--- config.mk ---
export PLATFORM = sky130hd
export DESIGN_NAME = pmc_top
export DESIGN_NICKNAME = d
export VERILOG_FILES = /design/src/rtl/pmc_pkg.sv /design/src/rtl/pmc_top.sv /design/src/rtl/pmc_reset_seq.sv
export SDC_FILE = /design/constraint.sdc
export NUM_CORES = 1
export LEC_CHECK = 0
export BUFFER_PORTS_ARGS = -buffer_cell sky130_fd_sc_hd__buf_4
export CAP_MARGIN = 30
export CORE_UTILIZATION = 56
export CTS_CLUSTER_DIAMETER = 60
export DETAILED_ROUTE_END_ITERATION = 10
export HOLD_SLACK_MARGIN = 0.06
export PLACE_DENSITY = 0.84
export SLEW_MARGIN = 20
export SYNTH_ARGS = -nofsm -noshare
export SYNTH_HDL_FRONTEND = slang
export SYNTH_HIERARCHICAL = 1
export SYNTH_SLANG_ARGS = --single-unit
--- constraint.sdc ---
create_clock -name clock_i -period 4.6 [get_ports clock_i]
set_input_delay 0.23 -clock clock_i [delete_from_list [all_inputs] [get_ports clock_i]]
set_output_delay 0.23 -clock clock_i [all_outputs]
set_load 0.01 [all_outputs]
--- src/rtl/pmc_pkg.sv ---
// Constants, types and encodings for the power-mode controller.
// Assumes an 8-bit special-function-register port driven by the CPU core.
package pmc_pkg;
  localparam logic [7:0] PMC_PWR_CTRL_ADDR = 8'h87;
  localparam logic [7:0] PMC_REG_CTRL_ADDR = 8'hc9;
  localparam int PMC_IDLE_BIT = 0;
  localparam int PMC_STOP_BIT = 1;
  localparam int PMC_REG_OFF_BIT = 3;
  localparam logic [7:0] PMC_PWR_CTRL_RST = 8'h00;
  localparam logic [7:0] PMC_REG_CTRL_RST = 8'h00;
  localparam logic [15:0] PMC_RESET_VECTOR = 16'h0000;
  localparam int PMC_RST_SEQ_CYCLES = 4;

  typedef enum logic [2:0] {
    PMC_NORMAL = 3'b000,
    PMC_IDLE = 3'b001,
    PMC_STOP = 3'b010,
    PMC_SHUTDOWN = 3'b011,
    PMC_RESET_SEQ = 3'b100
  } pmc_mode_e;

  typedef struct packed {
    logic cpu_halt;
    logic osc_en;
    logic dig_clk_en;
    logic regulator_en;
    logic core_pwr_en;
    logic cpu_reset;
  } pmc_ctrl_s;

  localparam pmc_ctrl_s PMC_CTRL_RUN = '{1'b0, 1'b1, 1'b1, 1'b1, 1'b1, 1'b0};
endpackage

--- src/rtl/pmc_top.sv ---
// Power-mode controller: normal, idle, stop and shutdown sequencing.
// Assumes a CPU core that pulses instr_done_i at the end of each instruction.
`timescale 1ns/1ps
module pmc_top #(
  parameter int RST_SEQ_CYCLES = pmc_pkg::PMC_RST_SEQ_CYCLES
) (
  input wire logic clock_i,
  input wire logic rst_n_i,
  input wire logic [7:0] sfr_addr_i,
  input wire logic sfr_wr_i,
  input wire logic sfr_rd_i,
  input wire logic [7:0] sfr_wdata_i,
  input wire logic instr_done_i,
  input wire logic irq_pending_i,
  input wire logic int_rst_i,
  input wire logic pin_rst_i,
  input wire logic por_i,
  output logic [7:0] sfr_rdata_o,
  output pmc_pkg::pmc_ctrl_s ctrl_o,
  output pmc_pkg::pmc_mode_e mode_o,
  output logic [15:0] fetch_addr_o,
  output logic wake_irq_o
);
  import pmc_pkg::*;

  pmc_mode_e mode_r;
  pmc_mode_e mode_nxt;
  logic [7:0] pwr_ctrl_r;
  logic [7:0] pwr_ctrl_nxt;
  logic [7:0] reg_ctrl_r;
  logic [7:0] reg_ctrl_nxt;
  logic pend_idle_r;
  logic pend_idle_nxt;
  logic pend_stop_r;
  logic pend_stop_nxt;
  logic pend_off_r;
  logic pend_off_nxt;
  logic [7:0] rdata_r;
  logic [7:0] rdata_nxt;
  pmc_ctrl_s ctrl_r;
  pmc_ctrl_s ctrl_nxt;
  logic wake_r;
  logic wake_nxt;
  logic [15:0] fetch_r;
  logic [15:0] fetch_nxt;
  logic seq_start;
  logic seq_done;
  logic any_rst;
  logic cold_rst;

  assign any_rst = int_rst_i | pin_rst_i | por_i;
  assign cold_rst = pin_rst_i | por_i;

  pmc_reset_seq #(
    .CYCLES(RST_SEQ_CYCLES)
  ) u_seq (
    .clock_i(clock_i),
    .rst_n_i(rst_n_i),
    .start_i(seq_start),
    .done_o(seq_done)
  );

  always_comb begin
    mode_nxt = mode_r;
    pwr_ctrl_nxt = pwr_ctrl_r;
    reg_ctrl_nxt = reg_ctrl_r;
    pend_idle_nxt = pend_idle_r;
    pend_stop_nxt = pend_stop_r;
    pend_off_nxt = pend_off_r;
    wake_nxt = 1'b0;
    fetch_nxt = fetch_r;
    seq_start = 1'b0;
    rdata_nxt = rdata_r;
    if (sfr_rd_i) begin
      case (sfr_addr_i)
        PMC_PWR_CTRL_ADDR: rdata_nxt = pwr_ctrl_r;
        PMC_REG_CTRL_ADDR: rdata_nxt = reg_ctrl_r;
        default: rdata_nxt = 8'h00;
      endcase
    end
    case (mode_r)
      PMC_NORMAL: begin
        if (any_rst) begin
          mode_nxt = PMC_RESET_SEQ;
          seq_start = 1'b1;
        end else begin
          if (instr_done_i) begin
            pend_idle_nxt = 1'b0;
            pend_stop_nxt = 1'b0;
            if (pend_stop_r) begin
              mode_nxt = pend_off_r ? PMC_SHUTDOWN : PMC_STOP;
            end else if (pend_idle_r) begin
              mode_nxt = PMC_IDLE;
            end
          end
          // A new request written as an older instruction ends must not be lost.
          if (sfr_wr_i && sfr_addr_i == PMC_REG_CTRL_ADDR) begin
            reg_ctrl_nxt = sfr_wdata_i;
          end
          if (sfr_wr_i && sfr_addr_i == PMC_PWR_CTRL_ADDR) begin
            pwr_ctrl_nxt = sfr_wdata_i;
            pend_idle_nxt = sfr_wdata_i[PMC_IDLE_BIT];
            pend_stop_nxt = sfr_wdata_i[PMC_STOP_BIT];
            pend_off_nxt = reg_ctrl_r[PMC_REG_OFF_BIT];
          end
        end
      end
      PMC_IDLE: begin
        if (any_rst) begin
          mode_nxt = PMC_RESET_SEQ;
          seq_start = 1'b1;
        end else if (irq_pending_i) begin
          pwr_ctrl_nxt[PMC_IDLE_BIT] = 1'b0;
          wake_nxt = 1'b1;
          mode_nxt = PMC_NORMAL;
        end
      end
      PMC_STOP: begin
        if (any_rst) begin
          mode_nxt = PMC_RESET_SEQ;
          seq_start = 1'b1;
        end
      end
      PMC_SHUTDOWN: begin
        if (cold_rst) begin
          mode_nxt = PMC_RESET_SEQ;
          seq_start = 1'b1;
        end
      end
      PMC_RESET_SEQ: begin
        pwr_ctrl_nxt = PMC_PWR_CTRL_RST;
        reg_ctrl_nxt = PMC_REG_CTRL_RST;
        pend_idle_nxt = 1'b0;
        pend_stop_nxt = 1'b0;
        pend_off_nxt = 1'b0;
        if (seq_done) begin
          fetch_nxt = PMC_RESET_VECTOR;
          mode_nxt = PMC_NORMAL;
        end
      end
      default: begin
        mode_nxt = PMC_RESET_SEQ;
        seq_start = 1'b1;
      end
    endcase
    ctrl_nxt = PMC_CTRL_RUN;
    case (mode_nxt)
      PMC_IDLE: ctrl_nxt.cpu_halt = 1'b1;
      PMC_STOP: begin
        ctrl_nxt.cpu_halt = 1'b1;
        ctrl_nxt.osc_en = 1'b0;
        ctrl_nxt.dig_clk_en = 1'b0;
      end
      PMC_SHUTDOWN: begin
        ctrl_nxt.cpu_halt = 1'b1;
        ctrl_nxt.osc_en = 1'b0;
        ctrl_nxt.dig_clk_en = 1'b0;
        ctrl_nxt.core_pwr_en = 1'b0;
        ctrl_nxt.regulator_en = (mode_r != PMC_SHUTDOWN) ? 1'b1 : 1'b0;
      end
      PMC_RESET_SEQ: ctrl_nxt.cpu_reset = 1'b1;
      default: ctrl_nxt = PMC_CTRL_RUN;
    endcase
  end

  always_ff @(posedge clock_i or negedge rst_n_i) begin
    if (!rst_n_i) begin
      mode_r <= PMC_NORMAL;
      pwr_ctrl_r <= PMC_PWR_CTRL_RST;
      reg_ctrl_r <= PMC_REG_CTRL_RST;
      pend_idle_r <= 1'b0;
      pend_stop_r <= 1'b0;
      pend_off_r <= 1'b0;
      rdata_r <= 8'h00;
      ctrl_r <= PMC_CTRL_RUN;
      wake_r <= 1'b0;
      fetch_r <= PMC_RESET_VECTOR;
    end else begin
      mode_r <= mode_nxt;
      pwr_ctrl_r <= pwr_ctrl_nxt;
      reg_ctrl_r <= reg_ctrl_nxt;
      pend_idle_r <= pend_idle_nxt;
      pend_stop_r <= pend_stop_nxt;
      pend_off_r <= pend_off_nxt;
      rdata_r <= rdata_nxt;
      ctrl_r <= ctrl_nxt;
      wake_r <= wake_nxt;
      fetch_r <= fetch_nxt;
    end
  end

  assign sfr_rdata_o = rdata_r;
  assign ctrl_o = ctrl_r;
  assign mode_o = mode_r;
  assign fetch_addr_o = fetch_r;
  assign wake_irq_o = wake_r;
endmodule

--- src/rtl/pmc_reset_seq.sv ---
// Counter that times the core reset sequence.
// Assumes start_i is a one-cycle pulse; done_o pulses when the count ends.
`timescale 1ns/1ps
module pmc_reset_seq #(
  parameter int CYCLES = 4
) (
  input wire logic clock_i,
  input wire logic rst_n_i,
  input wire logic start_i,
  output logic done_o
);
  logic [7:0] cnt_r;
  logic [7:0] cnt_nxt;
  logic done_r;
  logic done_nxt;

  always_comb begin
    cnt_nxt = cnt_r;
    done_nxt = 1'b0;
    if (start_i) begin
      cnt_nxt = 8'(CYCLES);
    end else if (cnt_r != 8'h00) begin
      cnt_nxt = cnt_r - 8'h01;
      done_nxt = (cnt_r == 8'h01);
    end
  end

  always_ff @(posedge clock_i or negedge rst_n_i) begin
    if (!rst_n_i) begin
      cnt_r <= 8'h00;
      done_r <= 1'b0;
    end else begin
      cnt_r <= cnt_nxt;
      done_r <= done_nxt;
    end
  end

  assign done_o = done_r;
endmodule

==> results of run 1 <==
-- critical path, cell delays in order, from the launching register on --
cell and delay (ns):
dfrtp_1 0.60, inv_1 0.21, nor3_1 0.45, nor2_1 0.25, or4b_2 0.64, nor3_1 0.14
-- through the flow --
step	power (mW)	util, %
floorplan	0.658	-
finish	1.02	70.0
global placement	0.714	66.6
global route	1.08	70.0
detailed placement	0.723	66.6
CTS	1.03	70.0
-- Yosys cell counts, types with 4 or more instances --
| master | n | area share, % |
|---|---|---|
| a21oi_1 | 19 | 4.2 |
| nand3_1 | 5 | 1.1 |
| dfrtp_1 | 42 | 46 |
| nor3_1 | 8 | 1.8 |
| a22o_1 | 9 | 3.5 |
| inv_1 | 11 | 1.8 |
| nand2_1 | 8 | 1.3 |
| a31oi_1 | 8 | 2.2 |
| buf_4 | 17 | 5.6 |
| o22ai_1 | 4 | 1.1 |
| clkbuf_1 | 7 | 1.2 |
| nor2_1 | 16 | 2.6 |
| or3_1 | 4 | 1.1 |
| a22oi_1 | 8 | 2.6 |
| o21ai_0 | 6 | 1.3 |
-- power by group through the flow --
stage	logic (mW)	registers [mW]	clock network, mW
floorplan	0.175	0.483	0
global route	0.257	0.501	0.325
detailed placement	0.225	0.497	0
finish	0.226	0.491	0.307
CTS	0.226	0.490	0.311
global placement	0.219	0.495	0
-- cell families (layout without fill, tap and decap cells) --
logic type               Yosys count  after routing  share of synthesized area (%)
buffers and inverters             41             62                           10.5
multiplexers                       3              3                           1.37
adder cells (fa/ha/maj)            2              2                           1.10
AO/OA/AOI/OAI                     68             68                           20.9
other                              1             16                          0.165
AND/OR/NAND/NOR                   64             64                           16.4
flip-flops                        45             45                           49.6
-- final cells by class --
cell class,count,area [um2]
inverter,11,41.3
sequential,45,1130
timing repair buffer,43,325
clock inverter,1,30.0
fill,290,1130
multi-input combinational,153,966
clock buffer,7,86.3
tap,48,60.1
-- path summary, 6_finish.rpt --
path                                  endpoint      startpoint  slack, ns  cells after the start
worst max-delay path              u_seq/done_o       mode_o[2]       2.24                      5
worst min-delay path             pwr_ctrl_r[2]  sfr_wdata_i[2]       0.16                      2
worst max register to register    u_seq/done_o       mode_o[2]       2.24                      5
worst min register to register       ctrl_o[0]    u_seq/done_o       0.44                      1
max in group asynchronous            ctrl_o[2]         rst_n_i       3.77                      2
min in group asynchronous       sfr_rdata_o[6]         rst_n_i       0.44                      2
-- registers in the layout, indices dropped and copies added, names as in the netlist --
name          flops
ctrl_o            5
mode_o            3
pend_idle_r       1
pend_off_r        1
pend_stop_r       1
pwr_ctrl_r        8
reg_ctrl_r        8
sfr_rdata_o       8
u_seq/cnt_r       8
u_seq/done_o      1
wake_irq_o        1
-- layer usage --
| metal | track usage (%) | part of all wire [%] |
|---|---|---|
| met1 | 28.1 | 44 |
| met2 | 37.4 | 50 |
| met3 | 4.31 | 4.6 |
| met4 | 11.1 | 1.8 |
| met5 | 0 | 0 |
==> impl_summary.md, run 1 <==
Die
The die width is between 60 and 70 um. The floorplan has 22 rows. The initial utilization of the core area, before any placement, comes to roughly 60%. 59 I/O pins were placed. In this run the vertical extent of the chip is 65.8 um.

The floorplan core area is roughly 3800 um2. The die area is 4330 um2.

Power and ir drop
The power per cell area is about 390 nW/um2. The fraction of power consumed by combinational cells is 22.0%. The static leakage is 1.23 nW. The sequential fraction of design power is 48.0%. VDD sags by at most 0.329 mV. The cell internal power dissipation is 0.715 mW. The analysis attributes to net switching a power of 0.309 mW. The fraction of power spent switching nets is a little under a third. The clock share of power is between 30% and 40%.

STA
The number of slew-limit violations in the final report came to 0. In the finished design, the share of the clock period the worst path needs comes to 51.4%. For the final database, setup skew stands at 0.00378 ns. The worst-margin pin slew is 0.768 ns. The minimum clock period after layout is 2.36 ns. The setup-violating endpoint count in the final report is 0. Setup repair after global routing left no endpoint under its margin. The worst hold slack is about 0.16 ns. The worst slew margin relative to its limit is around 48%. The highest clock rate is 423 MHz. Summed over all failing endpoints, the final setup total negative slack is 0 ns. The number of endpoints with negative hold slack in the final report is 0. Setup slack closes at 2.24 ns.

GRT
The via count of the first global-routing pass was around 1600. For this run the aggregate overflow at the end of global routing stands at 0. The first global-routing pass estimated just over 7000 um of wire.

The overall fraction of global-route tracks in use is around 23%. The largest net degree at the start of global routing is between 40 and 50. The initial antenna violation count came to 0.

Placed design
Once placement completed, the tool counted placed cells totaling 299. Summing all placed instances gives a cell area of around 2500 um2. The minimum setup slack after placement is about 2.3 ns. The wire-length estimate of the detail-placed layout is 3240 um.

The placer congestion estimate is around 0.87. In this run the tool buffered the top-level ports with 42 buffer cells.

Worst setup path
The endpoint required time on the critical path is 4.83 ns. The critical path is of the flip-flop to flip-flop type. The worst setup path is captured at a flip-flop.

STA puts the critical path data arrival time at between 2 and 3 ns. The nature of the critical path startpoint is a flip-flop. The top fanout value on the critical path is 14.

Clock tree
The CTS tree is done. The clock network latency to the later pin of the worst-skew pair is 0.30 ns. In this run the number of H-tree levels came out at 2. The post-cts hold buffer count is 1.

Counting the buffers created by CTS gives 5. The clock transition at the register clock pins on the worst setup and hold paths after CTS is 0.08 ns. CTS placed an instance of clkbuf_8 at the clock tree root. The maximum number of buffers from clock root to sink is 2. After clock tree synthesis, the repair step resized 0 gates.

The number of buffers inserted to repair setup after CTS is 0. Counting every sink on the clock net gives 45.

Run
The number of maximum-capacitance constraint violations is 0.

Logic synthesis
For this run, the number of Yosys warnings is 6. The number of enable flip-flop cells after synthesis is 0. In this run the mean area of a mapped cell was 10.2 um2. For this run, the register share of the synthesized area comes to 49.6%.

The number of register bits inferred by synthesis is between 40 and 50. Yosys mapped the design onto 53 distinct sky130hd cell types. The synthesized instance count is 224. Of all flip-flops after synthesis, the portion carrying an async set or reset was 100%.

Among all flip-flop cells after synthesis, the most frequent one is dfrtp_1. In this run the cell area of the synthesized design comes to 2280 um2.

Route
The per-cell routed wire length is 14.4 um. The total routed wirelength is 4430 um. The count of unresolved DRC violations after routing is 0. The count of TritonRoute iterations in the first routing pass is 4. After the first detailed-routing iteration, the DRC count stood at 103. After detailed routing, the number of vias per cell comes to 5.83.

The count of antenna-violating nets left after detailed routing is 0. The routed layout has 1797 vias.

Finish
0 antenna diodes ended up in the layout. The area of all placed cells without fillers is 2640 um2. The post-route non-filler standard cell count is between 300 and 400. The share of post-route cells with drive strength above 1 is between 20% and 30%. In the layout the commonest cells are 42 x dfrtp_1, 42 x buf_4, 19 x a21oi_1. The final layout contains roughly 290 nets.

Relative to the synthesized area, the layout overhead comes to 15.8%.

Worst hold path
The min-delay analysis places its worst path in the category input pin to flip-flop.

Status
The run finished with clean final reports.
Power figures use the tool's default switching activity.
==> run 2: changes to the inputs <==
Settings changed: CORE_UTILIZATION 56 to 52, PLACE_DENSITY 0.84 to 0.79.
Clock period 4.6 ns to 2.4 ns, I/O delays scaled along.
==> run 2 against run 1 <==
Sequential cell count did not move. Global-route usage fell by 0.19 points. Wire length rose by 4.8%. Design area rose by 1.7%. Hold slack got worse by 0.090 ns. First-iteration DRC count fell by 9.7%. Clock power rose by 45%. Non-clock buffer count rose by 8. Final cell count rose by 3.2%. Critical path depth did not move.
==> impl_summary.md, run 2 (same netlist as run 1, synthesis figures left out) <==
Status
The flow ran to the end, and the final reports show no timing, DRC or antenna violations.

Finish
After routing the design area is around 2700 um2. The layout has 324 filler cells. The final design utilization is 65.2%. The share of post-route cells with drive strength above 1 is 24.6%.

The repair_antennas step left the layout with diodes totalling 0. In the layout the commonest cells are 44 x buf_4, 42 x dfrtp_1, 19 x a21oi_1. The multi-input combinational cell area is between 900 and 1000 um2. The number of nets in the layout is 294. The sequential cells in the finished layout cover a total of between 1000 and 1500 um2. The post-synthesis to final-layout area growth is 17.7%.

The commonest non-fill, non-tap cell in the layout is buf_4.

Clock tree
The quantity of gates resized following cts is 0. TritonCTS built the clock tree. The maximum number of buffers from clock root to sink is 2. The number of buffers created by CTS is 5. The cell at the root of the clock tree is clkbuf_8. After clock tree synthesis, the clock-pin slew on the worst setup and hold paths is about 0.08 ns. The post-cts hold buffer count is 6. The CTS H-tree depth is 2. The number of clock sinks seen by CTS is 45.

The clock network latency to the later pin of the worst-skew pair is 0.29 ns. Buffers added to address setup during post-CTS repair amount to 0.

Route
The violation count after the first detailed-routing iteration is 93. The total routed wirelength is roughly 4600 um. The detailed router placed 1818 vias in this run. The count of nets left with antenna violations once routing finished came out at 0. The count of unresolved DRC violations after routing is 0. In the final routed layout, each cell accounts on average for 14.6 um.

The first TritonRoute pass finished after 4 iterations. Using the TritonRoute via totals, the vias-per-cell ratio works out to 5.72.

Worst setup path
The biggest cell delay along the critical path is 0.65 ns. The class of the most critical setup path is flip-flop to flip-flop. The arrival time of data at the critical path endpoint is around 2.3 ns. The capturing element type of the critical path is a flip-flop.

The slowest cell on the critical path is or4b_2. The worst register-to-register path has a depth of 5. STA classifies the critical path startpoint as a flip-flop.

Across all register-to-register paths, the minimum setup slack is 0.37 ns. The endpoint required time on the critical path is 2.61 ns. Along the worst path, the maximum fanout reaches 9. The endpoint identified for the worst register-to-register timing path is u_seq/done_o.

The signal on the critical path passes through or3_1, a21oi_1, nor2_1, or4b_2, nor3_1. The startpoint identified for the worst register-to-register timing path is mode_o[2].

GRT
The overall fraction of global-route tracks in use is 22.4%. The total global routing overflow is 0. The via count of the first global-routing pass came to approximately 1700. The first global-routing pass estimated 7650 um of wire. The largest net degree at the start of global routing is 46. The initial antenna violation count is 0.

Die
59 I/O pins were placed. The die is between 60 and 70 um tall. The die width is 68.2 um. Once the floorplan was initialized, standard cells occupied 55.4% of the core.

The die covers 4650 um2. The number of rows created at floorplan is 23. The floorplan core area is 4120 um2.

Placed design
After legalization and detailed placement, the total HPWL measured 3240 um. The placer congestion estimate is approximately 0.85. During placement, the flow inserted port buffers numbering 42. Summing all placed instances gives a cell area of 2530 um2.

Power and ir drop
The clock share of power is 24.1%. The worst-case vdd ir drop is 0.474 mV. The sequential fraction of design power is 50.7%. In this run the power spent charging and discharging nets is 0.594 mW.

For this design the static power due to leakage is ~1.3 nW. The internal power of the cells totals 1.25 mW. The fraction of power consumed by combinational cells is 25.2%. The fraction of power spent switching nets is 32.3%. Power spread over the standard cell area amounts to slightly below 700 nW/um2. Power comes to 1.84 mW.

STA
The number of slew-limit violations in the final report is 0. Setup repair after global routing left no endpoint under its margin. Clock skew on the completed layout was measured at 0.00773 ns.

Setup violations remaining at the end of the flow were counted as 0. The highest clock rate is 492 MHz. The final setup TNS is 0 ns. Of the available clock period, the critical path in the final layout requires 84.7%. Headroom to the max-slew limit came out at 51.9%. The minimum clock period after layout is between 2 and 2.5 ns. The worst-margin pin slew is 0.715 ns. The number of endpoints with negative hold slack in the final report came to 0.

Worst hold path
The class of the tightest hold or removal check is input pin to flip-flop. The worst hold path was traced through 2 stages. The origin of the worst min-delay path is sfr_wdata_i[3]. The path with the worst hold slack has its endpoint at pwr_ctrl_r[3].

Run
The tool flagged a number of max-cap violations equal to 0.
## run 2: routing by layer
layer  up-vias  global-route usage [%]  wire length, um
met2        58                    36.3             2240
met1       867                    28.4             2100
met4         0                    9.38              100
met5         -                       0                0
li1        881                       -                -
met3        12                    5.50              215
## run 2: layout make-up
cell class | count | area share (%)
flip-flops and latches | 45 | 42.1
multi-input cells | 153 | 36.0
repair buffers | 51 | 14.9
clock buffers | 6 | 2.71
well taps | 50 | 2.33
inverters | 11 | 1.54
clock inverters | 2 | 0.373
## run 2: how the worst max path moves through the flow
stage | slack [ns] | endpoint | cells after the start | from
floorplan | 0.34 | u_seq/done_o | 6 | mode_o[0]
global placement | 0.44 | u_seq/done_o | 5 | mode_o[2]
detailed placement | 0.39 | u_seq/done_o | 5 | mode_o[2]
CTS | 0.37 | u_seq/done_o | 5 | mode_o[2]
global route | 0.25 | u_seq/done_o | 5 | mode_o[2]
finish | 0.37 | u_seq/done_o | 5 | mode_o[2]
## run 2: critical path: cells and delay by family, from the launching register on
family	cells	cell delay (ns)
compound gates	1	0.21
simple gates	4	1.36
flops	1	0.38
## run 2: metrics by stage
step	hold WS [ns]	cells	worst slack, ns
3_5_place_dp	0.155	303	0.389
2_1_floorplan	-0.176	239	0.344
3_3_place_gp	0.152	303	0.440
5_1_grt	0.0721	318	0.254
4_1_cts	0.0619	317	0.371
6_report	0.0655	318	0.366
## run 2: power groups by stage
stage,combinational (mW),sequential [mW],clock [mW]
floorplan,0.336,0.925,0
finish,0.463,0.933,0.444
detailed placement,0.452,0.946,0
global placement,0.440,0.942,0
CTS,0.461,0.930,0.456
global route,0.521,0.950,0.485
==> run 3: changes to the inputs <==
Settings changed: ABC_AREA set to 1, CORE_UTILIZATION 52 to 53.
Clock period 2.4 ns to 2 ns, I/O delays scaled along.
==> run 3 against run 2 <==
Sequential share of layout area is 2.9 points lower. Maximum frequency up 20%. Largest power group unchanged. Setup slack lost 0.056 ns. Critical path depth is 2 higher. Non-clock buffer count decreased by 7. Final cell count rose by 24%. First-iteration DRC count fell by 4.3%. Largest cell class unchanged. Register-to-register slack lost 0.06 ns. Total power up 62%.
==> impl_summary.md, run 3 <==
Worst setup path
The reg-to-reg startpoint is mode_o[0]. The top fanout value on the critical path is 8. The critical path startpoint is mode_o[0].

STA classifies the critical path startpoint as a flip-flop. The critical path is of the flip-flop to flip-flop type. STA classifies the critical path endpoint as a flip-flop. At the worst endpoint, the required time is approximately 2.2 ns. For the worst setup path, the data arrival time is 1.88 ns.

Die
The vertical extent of the die is between 70 and 80 um. The number of placed I/O pins is 59. The die area is 4930 um2. Measured along the x axis, the die boundary spans between 70 and 80 um.

The number of rows created at floorplan is 24. The floorplan core area is 4410 um2. The starting density of the core is 55.8%.

Route
Summed over all layers, the routed wires come to between 4000 and 5000 um. The count of antenna-violating nets left after detailed routing is 0. The first detailed-routing pass ran for 4 iterations. The violation count after the first detailed-routing iteration is 89. Dividing the detail-routed via count by the number of cells gives roughly 5.

In the final routed layout, each cell accounts on average for 11.4 um. The number of vias after detailed routing is 1941. After detailed routing, the number of remaining DRC violations is 0.

Finish
The number of nets in the layout is between 300 and 400. Summing all flip-flop and latch instances after layout gives 1130 um2. The number of antenna diodes in the final layout is 0.

The final design utilization is 65.3%. The commonest non-fill, non-tap cell in the layout is nand2_1. The post-route netlist has between 20% and 30% of its cells at a drive strength greater than 1.

The multi-input combinational cell area is 1100 um2. The top cell types in the final layout, fill and taps aside, are 67 x nand2_1, 43 x nand3_1, 42 x dfrtp_1, 42 x buf_4, 33 x inv_1. Relative to the synthesized area, the layout overhead comes to 17.1%.

Counting the fill cells in the layout gives 403.

Logic synthesis
Sequential elements use 45.9% of the synthesized area. The synthesized instance count is 297. The most area-hungry cell type in the Yosys netlist is dfrtp_1. By area the synthesized netlist is led by dfrtp_1 43%, nand2_1 10%, nand3_1 8.7%. Counting flops with a built-in enable in the synthesized netlist gives 0.

Averaged over all synthesized cells, the footprint is 8.29 um2. Among all flip-flop cells after synthesis, the most frequent one is dfrtp_1. The number of register bits inferred by synthesis is 45.

The fraction of post-synthesis cell area in the top cell type by area is 42.7%. Yosys mapped the design onto 31 distinct sky130hd cell types. The post-synthesis async set-or-reset flop share is 100%. The most frequently used cell type in the post-synthesis netlist is nand2_1. The mapped netlist covers 2460 um2.

The Yosys step of the flow raised 6 warnings. By count the netlist is led by 67 x nand2_1, 43 x nand3_1, 42 x dfrtp_1, 33 x inv_1, 25 x nor2_1.

STA
For the pin with the worst max-slew slack, the measured transition is 0.543 ns. The final setup TNS is 0 ns. After layout, the worst setup slack is 0.311 ns. The smallest clock period supported by the final layout is computed as 1.69 ns.

In the finished design, the share of the clock period the worst path needs comes to 84.5%. The number of endpoints with negative hold slack in the final report is 0. Setup violations remaining at the end of the flow were counted as 0.

The number of slew-limit violations in the final report is 0. Setup repair after global routing left no endpoint under its margin. Static timing analysis puts the maximum clock frequency at 592 MHz. Headroom to the max-slew limit came out at 63.8%. The worst clock skew on the final layout is 0.00565 ns.

Power and ir drop
The analysis attributes to cell leakage a power of 1.50 nW. The power per cell area is 1040 nW/um2. The total power consumption of the routed design is ~3.0 mW. The worst-case IR drop observed on VDD is between 0.6 and 0.7 mV.

Clock tree
The maximum number of buffers from clock root to sink is 2. TritonCTS created 5 clock buffers. The clock net in this run drives a total of 45 sinks. CTS placed an instance of clkbuf_8 at the clock tree root.

The later pin in the worst-skew pair is clocked with a latency of 0.30 ns. The clock transition at the register clock pins on the worst setup and hold paths after CTS is 0.08 ns. The CTS H-tree depth is 2. TritonCTS built the clock tree.

GRT
Global routing consumed, over all layers together, 21.2% of the routing resources. The largest net degree at the start of global routing is 46. The global-route wire length before repair is ~8300 um. For this run the aggregate overflow at the end of global routing stands at 0. The via count of the first global-routing pass is 1888. The initial antenna violation count is 0.

Worst hold path
The origin of the worst min-delay path is sfr_wdata_i[6]. The worst hold path belongs to the class input pin to flip-flop.

Placed design
Detailed placement ended at an HPWL of 3440 um. Timing analysis after detailed placement gives a worst setup slack of between 0.02 and 0.025 ns. The count of buffers from port buffering is 42. The placer congestion estimate is 0.841.

Status
The flow ran to the end, and the final reports show no timing, DRC or antenna violations.

Run
Across the run, the number of max-cap violations was 0.
run 3: cell types whose count changed after synthesis, moves of 4 or more:
cell	previous run	this run
a22o_1	9	0
nor2_2	0	4
or3_1	4	0
nand3_1	5	43
a22oi_1	8	0
clkbuf_1	7	1
a21oi_1	19	2
nand2_1	8	67
o22ai_1	4	0
inv_1	11	33
nor2_1	16	25
nand2_2	0	9
nor2_4	0	7
run 3: cell families (layout without fill, tap and decap cells):
family          after synthesis  after routing  synth area share (%)
compound gates               24             24                  6.45
fa+ha+maj                     2              2                  1.02
simple gates                167            167                  33.9
xor+xnor                      2              2                 0.711
flops                        45             45                  45.9
buf+inv                      56             87                  11.9
other cells                   1             16                 0.152
run 3: what timing repair did:
action	4_1_cts	5_1_grt
gates resized for setup	0	1
setup endpoints to repair	0	6
hold endpoints to repair	43	0
buffers inserted	0	0
hold buffers	2	0
run 3: final timing paths:
kind / to / slack, ns / depth (start not counted)
max in group asynchronous: ctrl_o[3] / 1.29 / 2
worst max register to register: u_seq/cnt_r[1] / 0.31 / 7
worst max-delay path: u_seq/cnt_r[1] / 0.31 / 7
min in group asynchronous: sfr_rdata_o[1] / 0.32 / 2
worst min register to register: reg_ctrl_r[2] / 0.48 / 2
worst min-delay path: pwr_ctrl_r[6] / 0.09 / 3
run 3: power by group:
part / internal, mW / switching (mW) / total (mW)
logic: 0.371 / 0.675 / 1.05
registers: 1.09 / 0.140 / 1.23
clock network: 0.407 / 0.298 / 0.706
total: 1.87 / 1.11 / 2.99
run 3: routing by layer:
metal | up-vias | wire length, um | track usage [%]
li1 | 1006 | - | -
met1 | 882 | 2070 | 27.0
met2 | 46 | 2180 | 36.0
met3 | 7 | 193 | 5.19
met4 | 0 | 58 | 6.00
met5 | - | 0 | 0
run 3: critical path: stages, from the launching register on:
cell     delay [ns]
dfrtp_1        0.48
inv_1          0.10
nand2_2        0.14
nor2_4         0.08
a31oi_2        0.36
inv_1          0.22
nand3_1        0.14
nand2_1        0.06
run 3: through the flow:
stage / instances / hold WS, ns / cell area (um2)
2_1_floorplan: 312 / -0.196 / 2520
4_1_cts: 395 / 0.0786 / 2880
6_report: 395 / 0.0868 / 2880
3_3_place_gp: 385 / 0.128 / 2740
3_5_place_dp: 385 / 0.128 / 2740
5_1_grt: 395 / 0.0793 / 2880
run 3: cell type report:
| cell class | count | area share [%] |
|---|---|---|
| tap | 52 | 2.26 |
| sequential | 45 | 39.2 |
| timing repair buffer | 44 | 11.6 |
| multi-input combinational | 211 | 38.3 |
| clock inverter | 1 | 1.04 |
| clock buffer | 7 | 2.99 |
| inverter | 35 | 4.64 |
